===== config.mk =====
export PLATFORM = sky130hd
export DESIGN_NAME = ecst_top
export DESIGN_NICKNAME = d
export VERILOG_FILES = /design/src/ecst_pkg.sv /design/src/ecst_if.sv /design/src/ecst_top.sv /design/src/ecst_trap.sv /design/src/ecst_resp.sv
export SDC_FILE = /design/constraint.sdc
export NUM_CORES = 1
export LEC_CHECK = 0
export BUFFER_PORTS_ARGS = -buffer_cell sky130_fd_sc_hd__buf_2
export CAP_MARGIN = 25
export CORE_MARGIN = 2
export CORE_UTILIZATION = 25
export CTS_CLUSTER_SIZE = 12
export DETAILED_ROUTE_END_ITERATION = 16
export GPL_TIMING_DRIVEN = 0
export PLACE_DENSITY = 0.51
export SLEW_MARGIN = 0
export SYNTH_ARGS = -nofsm -noshare
export SYNTH_HDL_FRONTEND = slang
export SYNTH_SLANG_ARGS = --single-unit

===== constraint.sdc =====
create_clock -name mclk -period 5 [get_ports mclk]
set_input_delay 0.25 -clock mclk [delete_from_list [all_inputs] [get_ports mclk]]
set_output_delay 0.25 -clock mclk [all_outputs]
set_load 0.005 [all_outputs]

===== src/ecst_pkg.sv =====
// ecst_pkg: constants and types for the ecc status and address trap block.
// assumes: included in compile order before every other file of the block.
package ecst_pkg;

	// widths of the words this block handles
	localparam int ADDR_W = 32;
	localparam int WORD_W = 16;
	localparam int SER_W = 8;

	// a data unit is an aligned 16-byte line; index bits into the status window
	localparam int UNIT_LSB = 4;
	localparam int UNIT_IDX_W = 6;
	localparam int UNIT_DEPTH = 64;

	// field positions inside ecc_unit_status
	localparam int STAT_OFF_POS = 0;
	localparam int STAT_1BC_POS = 1;
	localparam int STAT_2BD_POS = 3;

	// values after reset
	localparam logic [WORD_W-1:0] STATUS_RESET = 16'h0000;
	localparam logic [ADDR_W-1:0] TRAP_RESET = 32'h0000_0000;
	localparam logic [2:0] UNIT_RESET = 3'h0;

	// upper trap word: address bits from 16 up to the density's top bit
	localparam int ADDR_HI_LSB = 16;
	localparam logic [WORD_W-1:0] HI_MASK_256 = 16'h00FF;
	localparam logic [WORD_W-1:0] HI_MASK_512 = 16'h01FF;
	localparam logic [WORD_W-1:0] HI_MASK_1G = 16'h03FF;

	// which register a dedicated read transaction asks for
	typedef enum logic [1:0] {
		SEL_STATUS = 2'h0,
		SEL_TRAP_LO = 2'h1,
		SEL_TRAP_HI = 2'h2
	} ecst_sel_t;

	// device density strap
	typedef enum logic [1:0] {
		DENS_256 = 2'h0,
		DENS_512 = 2'h1,
		DENS_1G = 2'h2
	} ecst_dens_t;

	// register read sequencer states
	typedef enum logic [2:0] {
		RD_IDLE = 3'b001,
		RD_LOOK = 3'b010,
		RD_ANSWER = 3'b100
	} ecst_rd_state_t;

endpackage


===== src/ecst_if.sv =====
// ecst_if: carriers between the top module and its trap and answer helpers.
// assumes: all parties run on the same interface clock.
`timescale 1ns/100ps

// trap capture request and trapped value
interface ecst_trap_if;
	logic capture;
	logic clear;
	logic [ecst_pkg::ADDR_W-1:0] capAddr;
	logic [ecst_pkg::ADDR_W-1:0] trapVal;
	logic trapped;
	modport trap (input capture, input clear, input capAddr, output trapVal, output trapped);
	modport user (output capture, output clear, output capAddr, input trapVal, input trapped);
endinterface

// answer formatting for dedicated read transactions
interface ecst_resp_if;
	ecst_pkg::ecst_sel_t sel;
	logic serialMode;
	ecst_pkg::ecst_dens_t density;
	logic [ecst_pkg::WORD_W-1:0] statusWord;
	logic [ecst_pkg::ADDR_W-1:0] trapVal;
	logic [ecst_pkg::WORD_W-1:0] answer;
	modport fmt (input sel, input serialMode, input density, input statusWord, input trapVal,
		output answer);
	modport user (output sel, output serialMode, output density, output statusWord,
		output trapVal, input answer);
endinterface


===== src/ecst_top.sv =====
// ecst_top: ecc data unit status and error address trap for the flash array.
// assumes: array read engine, program engine and bus front end share mclk;
// reset, clear and transaction strobes arrive as one-cycle pulses.
`timescale 1ns/100ps
module ecst_top (
	input wire logic mclk,
	input wire logic arst_n,
	// configuration and straps
	input wire logic doubleBitEnable,
	input wire logic trapTypeSelect,
	input wire ecst_pkg::ecst_dens_t density,
	// soft resets and the clear-status transaction
	input wire logic softReset,
	input wire logic csSignalReset,
	input wire logic clearStatus,
	// array read results, one pulse per data unit checked
	input wire logic arrayReadActive,
	input wire logic unitChecked,
	input wire logic [ecst_pkg::ADDR_W-1:0] unitAddr,
	input wire logic singleBitFixed,
	input wire logic doubleBitSeen,
	// program engine
	input wire logic unitProgrammed,
	input wire logic unitReprogram,
	input wire logic [ecst_pkg::ADDR_W-1:0] progAddr,
	input wire logic unitErase,
	input wire logic [ecst_pkg::ADDR_W-1:0] eraseAddr,
	// dedicated register read transaction
	input wire logic regReadReq,
	input wire ecst_pkg::ecst_sel_t regReadSel,
	input wire logic [ecst_pkg::ADDR_W-1:0] regReadAddr,
	input wire logic serialMode,
	output logic [ecst_pkg::WORD_W-1:0] regReadData,
	output logic regReadValid,
	output logic programError,
	output logic errorTrapped
);
	// per-unit flags: [2] two-bit seen, [1] one-bit fixed, [0] correction off
	logic [2:0] unitMem_r [ecst_pkg::UNIT_DEPTH];
	logic [2:0] unitMem_nxt [ecst_pkg::UNIT_DEPTH];

	ecst_pkg::ecst_rd_state_t rdState_r;
	ecst_pkg::ecst_rd_state_t rdState_nxt;
	ecst_pkg::ecst_sel_t sel_r;
	ecst_pkg::ecst_sel_t sel_nxt;
	logic serial_r;
	logic serial_nxt;
	logic [2:0] lookFlags_r;
	logic [2:0] lookFlags_nxt;
	// configuration held from the taking edge so a read answers one setting
	logic dblEn_r;
	logic dblEn_nxt;
	ecst_pkg::ecst_dens_t dens_r;
	ecst_pkg::ecst_dens_t dens_nxt;
	logic [ecst_pkg::WORD_W-1:0] regReadData_nxt;
	logic regReadValid_nxt;
	logic programError_nxt;
	logic errorTrapped_nxt;

	logic anyClear;
	logic unitOff;
	logic oneBitEvent;
	logic twoBitEvent;
	logic trapEvent;

	ecst_trap_if tif();
	ecst_resp_if rif();

	// index of the data unit that holds an address
	function automatic logic [ecst_pkg::UNIT_IDX_W-1:0] unitIdx(
		input logic [ecst_pkg::ADDR_W-1:0] a);
		unitIdx = a[ecst_pkg::UNIT_LSB +: ecst_pkg::UNIT_IDX_W];
	endfunction

	// status word of one unit as seen under the current configuration
	function automatic logic [ecst_pkg::WORD_W-1:0] statusOf(input logic [2:0] f,
		input logic dblEn);
		logic [ecst_pkg::WORD_W-1:0] w;
		w = ecst_pkg::STATUS_RESET;
		w[ecst_pkg::STAT_2BD_POS] = f[2] & dblEn;
		w[ecst_pkg::STAT_1BC_POS] = f[1];
		w[ecst_pkg::STAT_OFF_POS] = f[0] & ~dblEn;
		statusOf = w;
	endfunction

	// every soft reset and the clear transaction wipe the volatile results
	assign anyClear = softReset | csSignalReset | clearStatus;

	// qualify a checked unit: no error is recognised where correction is off
	always_comb begin
		unitOff = unitMem_r[unitIdx(unitAddr)][0] & ~doubleBitEnable;
		oneBitEvent = unitChecked & arrayReadActive & singleBitFixed & ~unitOff;
		twoBitEvent = unitChecked & arrayReadActive & doubleBitSeen & doubleBitEnable
			& ~unitOff;
		// select line picks two-bit only, or either kind
		trapEvent = twoBitEvent | (trapTypeSelect & oneBitEvent);
	end

	// trap helper: first qualified error since the last clear
	assign tif.capture = trapEvent;
	assign tif.clear = anyClear;
	assign tif.capAddr = unitAddr;

	ecst_trap u_trap (
		.mclk(mclk),
		.arst_n(arst_n),
		.tif(tif)
	);

	// per-unit flag store: read results, reprogramming and erase
	always_comb begin
		for (int i = 0; i < ecst_pkg::UNIT_DEPTH; i++) begin
			unitMem_nxt[i] = unitMem_r[i];
			if (anyClear) begin
				unitMem_nxt[i][2:1] = 2'h0;
			end
		end
		if (unitErase) begin
			unitMem_nxt[unitIdx(eraseAddr)] = ecst_pkg::UNIT_RESET;
		end
		if (unitProgrammed && unitReprogram && !doubleBitEnable) begin
			unitMem_nxt[unitIdx(progAddr)][0] = 1'b1;
		end
		// a result arriving with a clear is kept
		if (oneBitEvent) begin
			unitMem_nxt[unitIdx(unitAddr)][1] = 1'b1;
		end
		if (twoBitEvent) begin
			unitMem_nxt[unitIdx(unitAddr)][2] = 1'b1;
		end
	end

	// flag store registers
	always_ff @(posedge mclk or negedge arst_n) begin
		if (!arst_n) begin
			for (int i = 0; i < ecst_pkg::UNIT_DEPTH; i++) begin
				unitMem_r[i] <= ecst_pkg::UNIT_RESET;
			end
		end else begin
			for (int i = 0; i < ecst_pkg::UNIT_DEPTH; i++) begin
				unitMem_r[i] <= unitMem_nxt[i];
			end
		end
	end

	// program error for a second program into a unit with detection on
	always_comb begin
		programError_nxt = unitProgrammed & unitReprogram & doubleBitEnable;
		errorTrapped_nxt = tif.trapped;
	end

	// program error and trap flag outputs
	always_ff @(posedge mclk or negedge arst_n) begin
		if (!arst_n) begin
			programError <= 1'b0;
			errorTrapped <= 1'b0;
		end else begin
			programError <= programError_nxt;
			errorTrapped <= errorTrapped_nxt;
		end
	end

	// answer formatting helper
	assign rif.sel = sel_r;
	assign rif.serialMode = serial_r;
	assign rif.density = dens_r; // density as taken with the request
	assign rif.statusWord = statusOf(lookFlags_r, dblEn_r);
	assign rif.trapVal = tif.trapVal;

	ecst_resp u_resp (
		.rif(rif)
	);

	// read sequencer: take request, look up the unit, answer once
	always_comb begin
		rdState_nxt = rdState_r;
		sel_nxt = sel_r;
		serial_nxt = serial_r;
		lookFlags_nxt = lookFlags_r;
		dblEn_nxt = dblEn_r;
		dens_nxt = dens_r;
		regReadData_nxt = regReadData;
		regReadValid_nxt = 1'b0;
		case (rdState_r)
			ecst_pkg::RD_IDLE: begin
				if (regReadReq) begin
					sel_nxt = regReadSel;
					serial_nxt = serialMode;
					lookFlags_nxt = unitMem_r[unitIdx(regReadAddr)];
					dblEn_nxt = doubleBitEnable;
					dens_nxt = density;
					rdState_nxt = ecst_pkg::RD_LOOK;
				end
			end
			ecst_pkg::RD_LOOK: begin
				rdState_nxt = ecst_pkg::RD_ANSWER;
			end
			ecst_pkg::RD_ANSWER: begin
				regReadData_nxt = rif.answer;
				regReadValid_nxt = 1'b1;
				rdState_nxt = ecst_pkg::RD_IDLE;
			end
			default: begin
				rdState_nxt = ecst_pkg::RD_IDLE;
			end
		endcase
	end

	// read sequencer registers
	always_ff @(posedge mclk or negedge arst_n) begin
		if (!arst_n) begin
			rdState_r <= ecst_pkg::RD_IDLE;
			sel_r <= ecst_pkg::SEL_STATUS;
			serial_r <= 1'b0;
			lookFlags_r <= ecst_pkg::UNIT_RESET;
			dblEn_r <= 1'b0;
			dens_r <= ecst_pkg::DENS_256;
			regReadData <= ecst_pkg::STATUS_RESET;
			regReadValid <= 1'b0;
		end else begin
			rdState_r <= rdState_nxt;
			sel_r <= sel_nxt;
			serial_r <= serial_nxt;
			lookFlags_r <= lookFlags_nxt;
			dblEn_r <= dblEn_nxt;
			dens_r <= dens_nxt;
			regReadData <= regReadData_nxt;
			regReadValid <= regReadValid_nxt;
		end
	end
endmodule


===== src/ecst_trap.sv =====
// ecst_trap: holds the address of the first enabled ecc error since clear.
// assumes: capture is only raised for qualified array-read errors.
`timescale 1ns/100ps
module ecst_trap (
	input wire logic mclk,
	input wire logic arst_n,
	ecst_trap_if.trap tif
);
	logic trapped_r;
	logic trapped_nxt;
	logic [ecst_pkg::ADDR_W-1:0] addr_r;
	logic [ecst_pkg::ADDR_W-1:0] addr_nxt;

	// first error wins; a capture in the clearing cycle survives the clear
	always_comb begin
		trapped_nxt = trapped_r;
		addr_nxt = addr_r;
		if (tif.clear) begin
			trapped_nxt = 1'b0;
			addr_nxt = ecst_pkg::TRAP_RESET;
		end
		if (tif.capture && (!trapped_r || tif.clear)) begin
			trapped_nxt = 1'b1;
			addr_nxt = tif.capAddr;
		end
	end

	// trap storage
	always_ff @(posedge mclk or negedge arst_n) begin
		if (!arst_n) begin
			trapped_r <= 1'b0;
			addr_r <= ecst_pkg::TRAP_RESET;
		end else begin
			trapped_r <= trapped_nxt;
			addr_r <= addr_nxt;
		end
	end

	assign tif.trapVal = addr_r;
	assign tif.trapped = trapped_r;
endmodule


===== src/ecst_resp.sv =====
// ecst_resp: builds the answer word for a dedicated register read.
// assumes: the caller registers the answer before it leaves the block.
`timescale 1ns/100ps
module ecst_resp (
	ecst_resp_if.fmt rif
);
	// density sets how many upper address bits are real
	function automatic logic [ecst_pkg::WORD_W-1:0] hiMask(input ecst_pkg::ecst_dens_t d);
		case (d)
			ecst_pkg::DENS_256: hiMask = ecst_pkg::HI_MASK_256;
			ecst_pkg::DENS_512: hiMask = ecst_pkg::HI_MASK_512;
			ecst_pkg::DENS_1G: hiMask = ecst_pkg::HI_MASK_1G;
			default: hiMask = ecst_pkg::HI_MASK_256;
		endcase
	endfunction

	// select and trim the answer
	always_comb begin
		case (rif.sel)
			ecst_pkg::SEL_STATUS: begin
				if (rif.serialMode) begin
					rif.answer = {8'h00, rif.statusWord[ecst_pkg::SER_W-1:0]};
				end else begin
					rif.answer = rif.statusWord;
				end
			end
			ecst_pkg::SEL_TRAP_LO: rif.answer = rif.trapVal[ecst_pkg::WORD_W-1:0];
			ecst_pkg::SEL_TRAP_HI: begin
				rif.answer = rif.trapVal[ecst_pkg::ADDR_HI_LSB +: ecst_pkg::WORD_W]
					& hiMask(rif.density);
			end
			default: rif.answer = ecst_pkg::STATUS_RESET;
		endcase
	end
endmodule


# Word-level counts from Yosys, hierarchy flattened
# Index checks and enable logic that the tools add are counted.
dict set report word_totals {
  register_bits 255
  latchBits 0
  mem_bits_rw 0
  mem_bits_ro 0
  in_bits 148
  elab_cells 222
  memories 0
}
dict set report classes {
  addsub 0
  mul 0
  div_mod_pow 0
  magnitude_cmp 7
  eq_ne 8
  shift 0
  muxes 92
  n_bitwise 28
  reduce_logical 12
}
# cell count
set op_table {}
lappend op_table {{$mux W192} 4}
lappend op_table {{$or A192 B192 Y192} 3}
lappend op_table {{$and A192 B192 Y192} 1}
lappend op_table {{$not A192 Y192} 1}
lappend op_table {{$mux W2} 65}
lappend op_table {{$demux W3 S6} 4}
lappend op_table {{$mux W32} 2}
lappend op_table {{$pmux W16 S3} 1}
lappend op_table {{$bmux W3 S6} 2}
lappend op_table {{$ge A7 B7 Y1 const B} 4}
lappend op_table {{$not A6 Y7} 4}
lappend op_table {{$lt A7 B1 Y1 const B} 3}
lappend op_table {{$pmux W10 S2} 1}
lappend op_table {{$and A16 B16 Y16} 1}
lappend op_table {{$mux W16} 1}
lappend op_table {{$mux W3} 5}
lappend op_table {{$and A1 B1 Y1} 12}
lappend op_table {{$logic_and A1 B1 Y1} 6}
lappend op_table {{$mux W1} 6}
lappend op_table {{$pmux W3 S2} 1}
lappend op_table {{$eq A2 B1 Y1 const B} 2}
lappend op_table {{$eq A2 B2 Y1 const B} 2}
lappend op_table {{$eq A3 B1 Y1 const B} 1}
lappend op_table {{$eq A3 B2 Y1 const B} 1}
lappend op_table {{other kinds (9)} 14}

# Longest topological paths before layout
dict set report logic_depth {
  word_depth 14
  ltp_mapped 11
  ltp_nobuf 7
}

# Modules after synthesis
# From an unflattened synthesis, not the netlist that was laid out.
dict set report unflattened {
  hier_cells 1216
  hier_area_um2 13359.1
}
# module n_inst cells_each area_per_inst_um2
set modules_own_cells {}
lappend modules_own_cells {ecst_top 1 1021 11272.1}
lappend modules_own_cells {ecst_trap 1 147 1715.4}
lappend modules_own_cells {ecst_resp 1 48 371.6}

# Worst setup path after synthesis
# OpenSTA, ideal clock, no wires.
dict set report synth_timing {
  path_type {input port to flip-flop}
  startpoint {input port regReadAddr[4] (netlist name)}
  endpoint {register lookFlags_r[0]}
  t_arrival_ns 2.476
  setup_slack_ns 2.400
  cell_stages 5
  path_cell_list {buf_1 -> mux4_2 -> mux4_2 -> mux4_2 -> mux2_2}
}
dict set report synth_via {
  elab_chain_len 4
}
# item line
set synth_lines {}
lappend synth_lines {{start: declaration} ecst_top.sv:31} ;# input wire logic [ecst_pkg::ADDR_W-1:0] regReadAddr,
lappend synth_lines {{$not A6 Y7 (not written as such)} ecst_top.sv:189} ;# lookFlags_nxt = unitMem_r[unitIdx(regReadAddr)];
lappend synth_lines {{$bmux W3 S6} ecst_top.sv:189}
lappend synth_lines {{$mux W3 (not written as such) (2 in a row)} ecst_top.sv:189}
lappend synth_lines {{end signal: assignment} ecst_top.sv:215} ;# lookFlags_r <= ecst_pkg::UNIT_RESET;
lappend synth_lines {{end signal: assignment} ecst_top.sv:224} ;# lookFlags_r <= lookFlags_nxt;
lappend synth_lines {{end: declaration} ecst_top.sv:48} ;# logic [2:0] lookFlags_r;
# No other way between the ends. The select of a mux whose other input is x is not followed.
# A chain may end at the register's enable or synchronous reset.

# Worst setup path after layout
dict set report layout_timing {
  startpoint {input port regReadAddr[5] (netlist name)}
  endpoint {register lookFlags_r[0]}
}
# Same word-level chain as after synthesis.

==> out/qor.yml <==
first_pass_iters: 5
drt-total-wl_um: 45400
layout.nets: 1383
syn2layout_area_growth_pct: 21.9
drc: 0
power.density_mw_per_mm2: 337
cts_resized: 0
ir_drop_mv: 0.208
dieHeight_um: 227
startpoint_type: "primary input"
finalCritPeriodShare_pct: 63.2
tightest_slew_ns: 1.23
path_common_cell: "mux4_2"
final.fill_count: 4995
slowest_delay_ns: 0.87
syn-instance-count: 1088
finalHoldViolCount: 0
cts_tree: "done"
synth_top_area_cell: "dfrtp_1"
num_io_pins: 167
drv_cap: 0
worstPathRequired_ns: 5.43
post_cts_buffers: 0
layout_common_cells: "dfrtp_1, nand2_1, a22o_1"
clkTransAtPathRegs_ns: 0.06
drive_gt1_share_pct: 20.6
row_count: 81
cts.sinks: 249
async_flop_share_pct: 100
crit_type: "in -> reg"
vias: 10225
postRouteAntennaNets: 0
worst-r2r-cell-count: 6
outcome: "finished clean"
antenna_found_initial: 3
grt_max_degree: 91
worst_path_max_delay_cell: "clkbuf_1"
synth_edf_count: 0
power.static_leakage_uw: 0.00658
yosysTopAreaCellShare_pct: 50.0
design.die.area_sq_mm: 0.0514
place_ws_ns: 1.13
clock_latency_ns: 0.56
synthesis.nets: 1237
cts_inserted_buffers: 29
cp-end-kind: "flip-flop"
via_per_inst: 5.32
drv_slew: 0
syn-cell-area_sq_mm: 0.0124
synth_seq_area_share_pct: 50.2
netlist_top_cells_area: "dfrtp_1, mux4_2, a22o_1"
clock_path_buffers: 3
htree_levels: 1
cp_max_fo: 10
period_minus_slack_ns: 3.16
fp.coreArea_sq_mm: 0.0490
drtIter0Drc: 1055
finalSetupViolations: 0
hold_depth: 3
overflow: 0
place_congestion: 0.882
grt_pass1_vias: 10502
setup_slack_ns: 1.84
fmax_mhz: 316
rsz0062_at_grt: "false"
min-delay-path-class: "in -> reg"
portBuffers: 71
dp_hpwl_um: 31800
ys_ff_latch: 249
gr-usage-all-layers_pct: 17.8
root_buffer: "clkbuf_16"
route.detailed.wl_per_inst_um: 23.6
die_x_um: 227
grt_pass1_wl_um: 68400
syn_area_per_cell_sq_um: 11.4
ys_warn_count: 0
slew_headroom_pct: 17.7
fin_setup_tns_ns: 0
final_common_cell: "dfrtp_1"
synth_cell_types: 52
synth_ff_type: "dfrtp_1"
cp_cell_sequence: "buf_2 -> clkbuf_1 -> clkbuf_1 -> mux4_2 -> mux4_2 -> mux4_2 -> mux2_2"
skew_ns: 0.0205
start_util_pct: 25.4
arrival_ns: 3.59
synth_stat cells, types with 4 or more instances:
cell and n:
and3b_1 4, nand2b_1 6, o31ai_1 19, nand3_1 25
nor2b_1 9, a22o_1 116, nor2_1 58, mux2i_1 37
buf_1 5, nand2_1 135, nor3_1 18, nand3b_1 5
dfrtp_1 248, buf_6 7, mux2_2 7, o21ai_0 95
buf_4 6, mux4_2 74, clkbuf_1 52, inv_1 30
and3_1 4, a21oi_1 71, o31ai_2 9, nor3b_1 5
a221oi_1 5
where the power goes:
| part | switching [uW] | total, uW | internal [uW] |
|---|---|---|---|
| sequential | 75.7 | 2210 | 2130 |
| clock | 873 | 2210 | 1340 |
| combinational | 413 | 671 | 258 |
| total | 1360 | 5090 | 3730 |
metrics by stage:
| stage | hold WS, ns | cells | total power, uW | utilization [%] | instance area (sq um) |
|---|---|---|---|---|---|
| after detailed placement | 0.315 | 1837 | 2900 | 28.2 | 13800 |
| after global placement | 0.448 | 1823 | 2870 | 27.8 | 13600 |
| after floorplan | -0.0456 | 1088 | 2600 | - | 12400 |
| final | 0.0580 | 1921 | 5090 | 30.9 | 15100 |
| after CTS | 0.0531 | 1916 | 5120 | 30.8 | 15100 |
| after global routing | 0.0577 | 1920 | 5300 | 30.9 | 15100 |
logic make-up (layout without fill, tap and decap cells):
family,Yosys count,in the layout,share of synthesized area [%]
AOI/OAI and AO/OA,330,330,18.5
and+or+nand+nor,282,282,10.1
adders and majority gates,1,1,0.101
DFF,249,249,50.2
other,0,2,0
muxes,118,118,17.0
buffers and inverters,108,275,4.02
worst max-delay path, delay by kind of cell:
kind	cells	cell delay, ns
buffers and inverters	3	1.56
muxes	4	1.76
registers in the layout (all words and copies together) (netlist names):
name	flops
programError	1
dens_r	2
errorTrapped	1
regReadData	16
rif.sel	2
dblEn_r	1
u_trap.tif.trapped	1
unitMem_r	192
u_trap.tif.trapVal	26
rdState_r	3
lookFlags_r	3
regReadValid	1
metal layers:
metal / GRT usage [%] / share of wire, % / vias to the layer above
li1: - / - / 4368
met1: 24.3 / 43 / 5178
met2: 27.9 / 45 / 571
met3: 3.36 / 7.8 / 106
met4: 6.88 / 3.9 / 2
met5: 0 / 0.029 / -
path summary, 6_finish.rpt:
path	startpoint	to	slack, ns
setup / recovery	regReadAddr[5]	lookFlags_r[0]	1.84
setup reg to reg	unitMem_r[33]	unitMem_r[25]	2.15
hold reg to reg	regReadData[12]	regReadData[12]	0.46
hold / removal	trapTypeSelect	u_trap.tif.trapped	0.06
min in group asynchronous	arst_n	rdState_r[1]	0.29
max in group asynchronous	arst_n	unitMem_r[95]	3.43
layout make-up:
class / instances / area, sq um / share of cell area [%]
flip-flops and latches: 249 / 6230 / 41.2
multi-input cells: 731 / 5700 / 37.7
repair buffers: 115 / 867 / 5.73
clock buffers: 39 / 853 / 5.64
well taps: 664 / 831 / 5.49
plain buffers: 77 / 383 / 2.53
clock inverters: 13 / 143 / 0.943
inverters: 31 / 116 / 0.769
diodes: 2 / 5.00 / 0.0331
repair_timing:
action,CTS,global route
hold buffers,27,0
endpoints found under the setup margin,0,0
hold endpoints to repair,113,0
Power figures use the tool's default switching activity.
